File: src/ccu_consts.svh
// Purpose: offsets, field positions, reset values of the capture/compare unit
// Assumes: word index on the bus, byte address is four times the index
// Notes: definitions only
`ifndef CCU_CONSTS_SVH
`define CCU_CONSTS_SVH

`define CCU_IDX_FLAGS        10'h00C
`define CCU_IDX_VALUE_LOW    10'h013
`define CCU_IDX_VALUE_HIGH   10'h014
`define CCU_IDX_CONTROL      10'h015
`define CCU_IDX_ENABLES      10'h08C

`define CCU_EVENT_BIT        5
`define CCU_DUTY_MSB         5
`define CCU_DUTY_LSB         4
`define CCU_MODE_MSB         3
`define CCU_MODE_LSB         0

`define CCU_CONTROL_RESET    6'h00
`define CCU_FLAGS_RESET      1'b0
`define CCU_ENABLES_RESET    1'b0
`define CCU_VALUE_LOW_RESET  8'h00
`define CCU_VALUE_HIGH_RESET 8'h00
`define CCU_DUTY_RESET       10'h000

`define CCU_MODE_OFF         4'h0
`define CCU_MODE_TOGGLE      4'h2
`define CCU_MODE_CAP_FALL    4'h4
`define CCU_MODE_CAP_RISE    4'h5
`define CCU_MODE_CAP_4       4'h6
`define CCU_MODE_CAP_16      4'h7
`define CCU_MODE_SET_HIGH    4'h8
`define CCU_MODE_SET_LOW     4'h9
`define CCU_MODE_SOFT_EVENT  4'hA
`define CCU_MODE_SPECIAL     4'hB

`define CCU_PRESCALE_4_LAST  4'h3
`define CCU_PRESCALE_16_LAST 4'hF

`endif

File: src/ccu_pkg.sv
// Purpose: types shared by the capture/compare unit
// Assumes: constants come from ccu_consts.svh
// Notes: none
package ccu_pkg;

    typedef enum logic [2:0] {
        CCU_CLS_OFF,
        CCU_CLS_RESERVED,
        CCU_CLS_CAPTURE,
        CCU_CLS_COMPARE,
        CCU_CLS_PWM
    } ccu_class_e;

    typedef struct packed {
        logic [1:0] duty_low_bits;
        logic [3:0] unit_mode_select;
    } ccu_ctrl_s;

    typedef struct packed {
        logic        cyc;
        logic        stb;
        logic        we;
        logic [9:0]  idx;
        logic        sel0;
        logic [7:0]  dat;
    } ccu_wb_req_s;

endpackage : ccu_pkg

File: src/ccu_top.sv
// Purpose: capture/compare unit with a classic Wishbone register slave
// Assumes: timer one count and its clock tick arrive synchronous to clk_i
// Notes: pulse-width timing belongs to timer two and is not built here
`include "ccu_consts.svh"
`timescale 1ns/1ps
`default_nettype none

// Operation
// - value register as two byte registers
// - control bits seven and six read zero
// - control bits five, four hold duty low bits
// - mode 0000 turns unit off, resets state
// - 0100 falling, 0101 rising edge capture
// - 0110 fourth, 0111 sixteenth rising capture
// - 0010 toggles pin on match, sets flag
// - 1000 drives high, 1001 low, sets flag
// - 1010 sets flag only on match
// - 1011 sets flag, clears timer, starts converter
// - trigger clears timer, starts converter, not overflow
// - 110x active-high, 111x active-low pulse width
// - capture copies timer count into value
// - capture sets sticky event flag bit five
// - new capture overwrites value, no overrun
// - capture watches pin level, even when driven
// - prescaler cleared when off, non-capture, reset
// - prescaler switch keeps counter, may flag early
// - compare match sets flag, pin follows a cycle later
// - control zero forces output latch low
// - timer clear waits for next timer tick
module ccu_top
    import ccu_pkg::*;
(
    input  wire logic        clk_i,
    input  wire logic        rst_i,
    input  wire logic        wb_cyc_i,
    input  wire logic        wb_stb_i,
    input  wire logic        wb_we_i,
    input  wire logic [11:0] wb_adr_i,
    input  wire logic [3:0]  wb_sel_i,
    input  wire logic [31:0] wb_dat_i,
    output logic      [31:0] wb_dat_o,
    output logic             wb_ack_o,
    input  wire logic [15:0] timer_one_count_i,
    input  wire logic        timer_one_tick_i,
    input  wire logic        converter_enabled_i,
    input  wire logic        unit_pin_i,
    output logic             unit_pin_o,
    output logic             timer_one_clear_o,
    output logic             converter_start_o,
    output logic             unit_event_flag_o,
    output logic             unit_event_enable_o,
    output logic [9:0]       pwm_duty_o
);

    ccu_wb_req_s req;
    ccu_ctrl_s   ctrl_reg;
    logic [7:0]  value_low_reg;
    logic [7:0]  value_high_reg;
    logic        flag_reg;
    logic        enable_reg;
    logic        ack_reg;
    logic [31:0] rdata_reg;
    logic        pin_prev_reg;
    logic [3:0]  presc_reg;
    logic        match_prev_reg;
    logic        latch_reg;
    logic        pending_reg;
    logic        clear_reg;
    logic        start_reg;
    logic        pin_out_reg;
    logic        wr_en;
    logic        wr_ctrl;
    logic        ctrl_off_next;
    ccu_class_e  cls;
    logic        rise;
    logic        fall;
    logic        cap_event;
    logic        match_now;
    logic        match_hit;
    logic [3:0]  mode;
    logic        req_live;
    logic        wr_flags;
    logic        wr_enables;
    logic        wr_low;
    logic        wr_high;
    logic        is_capture;
    logic        is_compare;
    logic        is_special;
    logic        flag_set;
    logic [15:0] value_word;
    logic [9:0]  duty_reg;

    function automatic ccu_class_e mode_class(input logic [3:0] m);
        ccu_class_e c;
        c = CCU_CLS_RESERVED;
        if (m == `CCU_MODE_OFF) begin
            c = CCU_CLS_OFF;
        end else if (m[3:2] == 2'b01) begin
            c = CCU_CLS_CAPTURE;
        end else if (m == `CCU_MODE_TOGGLE || m[3:2] == 2'b10) begin
            c = CCU_CLS_COMPARE;
        end else if (m[3:2] == 2'b11) begin
            c = CCU_CLS_PWM;
        end
        return c;
    endfunction : mode_class

    // one decode for every byte write, so no target skips the ack gate
    function automatic logic idx_write(input ccu_wb_req_s r,
                                       input logic        en,
                                       input logic [9:0]  i);
        return en && r.idx == i;
    endfunction : idx_write

    // only the low byte lane carries data; upper lanes are ignored
    assign req = '{cyc:  wb_cyc_i,
                   stb:  wb_stb_i,
                   we:   wb_we_i,
                   idx:  wb_adr_i[11:2],
                   sel0: wb_sel_i[0],
                   dat:  wb_dat_i[7:0]};

    // writes land on the edge where the master sees ack
    assign req_live   = req.cyc & req.stb;
    assign wr_en      = req_live & req.we & req.sel0 & ack_reg;
    assign wr_ctrl    = idx_write(req, wr_en, `CCU_IDX_CONTROL);
    assign wr_flags   = idx_write(req, wr_en, `CCU_IDX_FLAGS);
    assign wr_enables = idx_write(req, wr_en, `CCU_IDX_ENABLES);
    assign wr_low     = idx_write(req, wr_en, `CCU_IDX_VALUE_LOW);
    assign wr_high    = idx_write(req, wr_en, `CCU_IDX_VALUE_HIGH);

    // a zero write acts on its own edge, not a cycle later
    assign ctrl_off_next = wr_ctrl
        && req.dat[`CCU_MODE_MSB:`CCU_MODE_LSB] == `CCU_MODE_OFF;

    assign mode = ctrl_reg.unit_mode_select;
    assign cls  = mode_class(mode);

    // class flags shared by capture, compare and trigger logic
    assign is_capture = (cls == CCU_CLS_CAPTURE);
    assign is_compare = (cls == CCU_CLS_COMPARE);
    assign is_special = (mode == `CCU_MODE_SPECIAL);

    // pin level sampled directly so a driven port still triggers
    assign rise = unit_pin_i & ~pin_prev_reg;
    assign fall = ~unit_pin_i & pin_prev_reg;

    always_comb begin
        cap_event = 1'b0;
        if (cls == CCU_CLS_CAPTURE) begin
            unique case (mode)
                `CCU_MODE_CAP_FALL: cap_event = fall;
                `CCU_MODE_CAP_RISE: cap_event = rise;
                `CCU_MODE_CAP_4:
                    cap_event = rise
                        && presc_reg[1:0] == `CCU_PRESCALE_4_LAST;
                default:
                    cap_event = rise
                        && presc_reg == `CCU_PRESCALE_16_LAST;
            endcase
        end
    end

    // acting on the first equal cycle keeps a held count from retoggling
    assign value_word = {value_high_reg, value_low_reg};
    assign match_now  = value_word == timer_one_count_i;
    assign match_hit  = is_compare & match_now & ~match_prev_reg;

    // any hardware event that raises the sticky flag
    assign flag_set   = cap_event | match_hit;

    // bus answer: ack one edge after the request, dropped the next cycle
    always_ff @(posedge clk_i) begin
        if (rst_i) begin
            ack_reg <= 1'b0;
        end else begin
            ack_reg <= req_live & ~ack_reg;
        end
    end

    always_ff @(posedge clk_i) begin
        if (rst_i) begin
            rdata_reg <= 32'h0000_0000;
        end else begin
            rdata_reg <= 32'h0000_0000;
            unique case (req.idx)
                `CCU_IDX_FLAGS:
                    rdata_reg[`CCU_EVENT_BIT] <= flag_reg;
                `CCU_IDX_ENABLES:
                    rdata_reg[`CCU_EVENT_BIT] <= enable_reg;
                `CCU_IDX_VALUE_LOW:  rdata_reg[7:0] <= value_low_reg;
                `CCU_IDX_VALUE_HIGH: rdata_reg[7:0] <= value_high_reg;
                `CCU_IDX_CONTROL:
                    rdata_reg[5:0] <= ctrl_reg;
                default: rdata_reg <= 32'h0000_0000;
            endcase
        end
    end

    always_ff @(posedge clk_i) begin
        if (rst_i) begin
            ctrl_reg <= `CCU_CONTROL_RESET;
        end else if (wr_ctrl) begin
            ctrl_reg <= req.dat[5:0];
        end
    end

    // a capture in the same cycle as a byte write wins
    always_ff @(posedge clk_i) begin
        if (rst_i) begin
            value_low_reg <= `CCU_VALUE_LOW_RESET;
        end else if (cap_event) begin
            value_low_reg <= timer_one_count_i[7:0];
        end else if (wr_low) begin
            value_low_reg <= req.dat;
        end
    end

    // bytes are not latched as a pair: software sees each write at once
    always_ff @(posedge clk_i) begin
        if (rst_i) begin
            value_high_reg <= `CCU_VALUE_HIGH_RESET;
        end else if (cap_event) begin
            value_high_reg <= timer_one_count_i[15:8];
        end else if (wr_high) begin
            value_high_reg <= req.dat;
        end
    end

    // set beats a software clear landing on the same edge
    always_ff @(posedge clk_i) begin
        if (rst_i) begin
            flag_reg <= `CCU_FLAGS_RESET;
        end else begin
            if (wr_flags) begin
                flag_reg <= req.dat[`CCU_EVENT_BIT] | flag_set;
            end else if (flag_set) begin
                flag_reg <= 1'b1;
            end
        end
    end

    always_ff @(posedge clk_i) begin
        if (rst_i) begin
            enable_reg <= `CCU_ENABLES_RESET;
        end else if (wr_enables) begin
            enable_reg <= req.dat[`CCU_EVENT_BIT];
        end
    end

    // reset level matches the idle low pin, so no false edge follows reset
    always_ff @(posedge clk_i) begin
        if (rst_i) begin
            pin_prev_reg <= 1'b0;
        end else begin
            pin_prev_reg <= unit_pin_i;
        end
    end

    // equality must drop before a compare can fire again
    always_ff @(posedge clk_i) begin
        if (rst_i) begin
            match_prev_reg <= 1'b0;
        end else begin
            match_prev_reg <= match_now & is_compare;
        end
    end

    // prescale switches keep the count, so the first capture may be early
    always_ff @(posedge clk_i) begin
        if (rst_i) begin
            presc_reg <= 4'h0;
        end else if (!is_capture || ctrl_off_next) begin
            presc_reg <= 4'h0;
        end else if (rise) begin
            presc_reg <= presc_reg + 4'h1;
        end
    end

    // compare output latch
    always_ff @(posedge clk_i) begin
        if (rst_i) begin
            latch_reg <= 1'b0;
        end else if (ctrl_off_next || cls == CCU_CLS_OFF) begin
            latch_reg <= 1'b0;
        end else if (match_hit) begin
            unique case (mode)
                `CCU_MODE_TOGGLE:   latch_reg <= ~latch_reg;
                `CCU_MODE_SET_HIGH: latch_reg <= 1'b1;
                `CCU_MODE_SET_LOW:  latch_reg <= 1'b0;
                default:            latch_reg <= latch_reg;
            endcase
        end
    end

    // pin shows the latch; pulse-width modes rest at their idle level
    always_ff @(posedge clk_i) begin
        if (rst_i) begin
            pin_out_reg <= 1'b0;
        end else if (cls == CCU_CLS_PWM) begin
            pin_out_reg <= mode[1];
        end else begin
            pin_out_reg <= latch_reg;
        end
    end

    // special trigger: clear waits for the timer's next tick
    always_ff @(posedge clk_i) begin
        if (rst_i) begin
            pending_reg <= 1'b0;
        end else if (ctrl_off_next || !is_special) begin
            pending_reg <= 1'b0;
        end else if (pending_reg && !match_now) begin
            pending_reg <= 1'b0;
        end else if (pending_reg && timer_one_tick_i) begin
            pending_reg <= 1'b0;
        end else if (match_hit) begin
            pending_reg <= 1'b1;
        end
    end

    // moving the value off the count before the tick cancels the clear
    always_ff @(posedge clk_i) begin
        if (rst_i) begin
            clear_reg <= 1'b0;
        end else begin
            clear_reg <= pending_reg && match_now && timer_one_tick_i
                         && is_special && !ctrl_off_next;
        end
    end

    // start is a one-cycle strobe; the converter holds its own busy bit
    always_ff @(posedge clk_i) begin
        if (rst_i) begin
            start_reg <= 1'b0;
        end else begin
            start_reg <= match_hit && is_special
                         && converter_enabled_i;
        end
    end

    // registered so the duty port comes from a flop like every output
    always_ff @(posedge clk_i) begin
        if (rst_i) begin
            duty_reg <= `CCU_DUTY_RESET;
        end else begin
            duty_reg <= {value_low_reg, ctrl_reg.duty_low_bits};
        end
    end

    assign wb_ack_o            = ack_reg;
    assign wb_dat_o            = rdata_reg;
    assign unit_pin_o          = pin_out_reg;
    assign timer_one_clear_o   = clear_reg;
    assign converter_start_o   = start_reg;
    assign unit_event_flag_o   = flag_reg;
    assign unit_event_enable_o = enable_reg;
    assign pwm_duty_o          = duty_reg;

endmodule : ccu_top

`default_nettype wire

File: config.mk
export PLATFORM = sky130hd
export DESIGN_NAME = ccu_top
export DESIGN_NICKNAME = d
export VERILOG_FILES = /design/src/ccu_pkg.sv /design/src/ccu_top.sv
export VERILOG_INCLUDE_DIRS = /design/src /design/src/src
export SDC_FILE = /design/constraint.sdc
export NUM_CORES = 1
export LEC_CHECK = 0
export BUFFER_PORTS_ARGS = -buffer_cell sky130_fd_sc_hd__buf_4
export CORE_MARGIN = 3
export CORE_UTILIZATION = 43
export CTS_CLUSTER_SIZE = 14
export DETAILED_ROUTE_END_ITERATION = 16
export GPL_TIMING_DRIVEN = 0
export PLACE_DENSITY = 0.75
export SLEW_MARGIN = 30
export SYNTH_ARGS = -nofsm -noshare
export SYNTH_HDL_FRONTEND = slang
export SYNTH_SLANG_ARGS = --single-unit
File: constraint.sdc
create_clock -name clk_i -period 2.1 [get_ports clk_i]
set_clock_uncertainty 0.05 [all_clocks]
set_input_delay 0.42 -clock clk_i [delete_from_list [all_inputs] [get_ports clk_i]]
set_output_delay 0.42 -clock clk_i [all_outputs]
set_load 0.01 [all_outputs]
==> impl_metrics.tcl <==
set metrics [dict create \
    overflow 0 \
    routed.top_layer "met4" \
    h-tree-depth 2 \
    final_antenna_net_count 0 \
    min-delay-start "unit_pin_i" \
    startpoint_type "input port" \
    synth.most_common_cell "dfxtp_1" \
    core_sq_mm 0.00599 \
    core.rowCount 28 \
    synth.distinct_cells 45 \
    ff2ff_setup_slack_ns 0.22 \
    place_congestion 0.847 \
    yosysSeqAreaShare_pct 40.2 \
    required_ns 2.28 \
    endpoint "value_low_reg[5]$_SDFFE_PP0P_" \
    die_h_um 85.1 \
    syn_area_per_cell_sq_um 9.30 \
    die_area_sq_mm 0.00724 \
    first_pass_iters 4 \
    syn-instance-count 289 \
    die_w_um 85.1 \
    clkTransAtPathRegs_ns 0.09 \
    drv_slew 0 \
    grt_pass1_vias 2267 \
    hold_buffers 0 \
    cap_violations 0 \
    max_freq_mhz 494 \
    p_total_mw 1.83 \
    status "completed" \
    period_minus_slack_ns 2.02 \
    ys_top_cells_by_count "dfxtp_1, nor2_1, buf_4" \
    grt_use_total_pct 18.8 \
    drt-met1-wl_um 2830 \
    cts_max_path_buffers 2 \
    synth_edf_count 0 \
    layout.nets 457 \
    netlist_top_cells_area "dfxtp_1, mux2i_1, buf_4, xor2_1, nor2_1" \
    cts.sinks 54 \
    critPathArrivalTime_ns 2.20 \
    wl_per_cell_um 14.4 \
    netlist_area_sq_mm 0.00269 \
    root_buffer "clkbuf_8" \
    initial_core_util_pct 44.9 \
    drive_gt1_share_pct 31.4 \
    critPathLaunch "wb_adr_i[7]" \
    drc 0 \
    place.port_buffers 65 \
    clk_latency_ns 0.31 \
    antenna_found_initial 0 \
    largest_register_ffs 10 \
    dp_hpwl_um 5050 \
    cts_buffers 5 \
    critical_path.max_stage_delay_ns 0.57 \
    cp_max_fo 10 \
    synthArstFlopShare_pct 0 \
    tightest_slew_ns 0.593 \
    ys.flop_type "dfxtp_1" \
    grt_max_degree 16 \
    grt_first_pass_wirelength_um 10800 \
    maxSlewHeadroom_pct 60.4 \
    crit_path_top_delay_cell "or4_4" \
    met3_length_um 491 \
    crit_chain "buf_4 -> or4_4 -> nor4_4 -> buf_6 -> nand2_4 -> mux2i_1 -> a211oi_2" \
    hold_path.class "input port to flop" \
    rsz0062_at_grt "false" \
    finalWirelength_um 6640 \
    drtIter0Drc 164 \
    yosys.area.top_type_share_pct 40.2 \
    final_util_pct 57.7 \
    num_io_pins 120 \
    yosysWarnings 0 \
    synth_area_leader_cell "dfxtp_1" \
    critical_path_class "input port to flop" \
    ir_drop_uv 247 \
    finalHoldViolCount 0 \
    tritoncts "yes" \
    rr_startpoint "mode[0]$_SDFFE_PP0P_" \
    setup_viol 0 \
    diodes 0 \
    end_kind "flop" \
    p_leak_nw 1.58 \
    period_share_pct 96.3 \
    viasPerCell 5.02 \
    dr_wl_met2_um 3270 \
    worstReg2RegEnd "value_high_reg[0]$_SDFFE_PP0P_" \
    syn2layout_area_growth_pct 28.6 \
    p_per_area_mw_per_mm2 529 \
    hold_depth 2 \
    reg2reg_depth 5 \
    num_vias 2308 \
    ys_ff_latch 54 \
]
[worst max-delay path: cells and delay by family]
| family | cells | cell delay (ns) |
|---|---|---|
| mux | 1 | 0.18 |
| simple gates | 3 | 1.05 |
| buf+inv | 2 | 0.32 |
| compound gates | 1 | 0.23 |
[kinds of logic after synthesis]
logic type / synth area share [%]
AOI/OAI and AO/OA: 11.0
xor gates and xnor gates: 6.19
adders and majority gates: 0.465
buffers and inverters: 9.73
DFF: 40.2
muxes: 9.96
other: 0.140
and+or+nand+nor: 22.3
[timing repair]
action / CTS / global route
endpoints found under the setup margin: 0 / 13
gates resized for setup: 0 / 7
setup buffers: 0 / 0
[through the flow]
stage | worst slack (ns) | hold WS (ns) | area (sq um) | TNS (ns) | instances
final | 0.0769 | 0.292 | 3460 | 0 | 460
after global routing | 0.00725 | 0.289 | 3460 | 0 | 460
after CTS | 0.0377 | 0.287 | 3450 | 0 | 460
after detailed placement | -0.271 | 0.410 | 3360 | -4.11 | 452
after global placement | -0.220 | 0.389 | 3360 | -3.75 | 452
after floorplan | 0.0577 | 0.399 | 2770 | 0 | 312
[final cells by class]
cell class / count / area (sq um)
multi-input combinational: 217 / 1440
tap: 75 / 93.8
inverter: 3 / 11.3
clock inverter: 1 / 5.00
buffer: 38 / 254
fill: 578 / 2530
clock buffer: 7 / 86.3
timing repair buffer: 65 / 488
sequential: 54 / 1080
[layer usage]
metal | global-route usage, % | vias up
met1 | 23.9 | 1081
met2 | 31.5 | 71
met5 | 0 | -
met4 | 5.90 | 0
met3 | 4.17 | 5
li1 | - | 1151
[placed cells by master (no fill, tap or decap), drive strengths merged, types with 2 or more instances in the layout]
cell type	Yosys	layout
a211oi	8	8
a21oi	2	2
a22oi	8	8
a311oi	8	8
and3	2	2
buf	28	93
clkbuf	10	17
conb	1	24
dfxtp	54	54
inv	3	3
mux2	6	6
mux2i	20	20
nand2	19	19
nand3	13	13
nand4	2	2
nor2	39	39
nor2b	17	17
nor3	3	3
nor3b	2	2
nor4	7	7
o21ai	2	2
xor2	18	18
[worst min path at each step]
stage / slack (ns) / to
after detailed placement: 0.41 / wb_ack_o$_SDFF_PP0_
final: 0.29 / pin_prev_reg$_SDFF_PP0_
after global placement: 0.39 / wb_ack_o$_SDFF_PP0_
after global routing: 0.29 / pin_prev_reg$_SDFF_PP0_
after floorplan: 0.40 / unit_pin_o$_SDFF_PP0_
after CTS: 0.29 / pin_prev_reg$_SDFF_PP0_
[report_power, final]
part           internal, mW  total (mW)  leakage, nW  switching (mW)
combinational         0.101       0.202         1.10           0.101
clock                 0.267       0.602       0.0482           0.335
sequential             1.02        1.03        0.435         0.00102
Note: power is estimated with default switching activity, not from simulation.
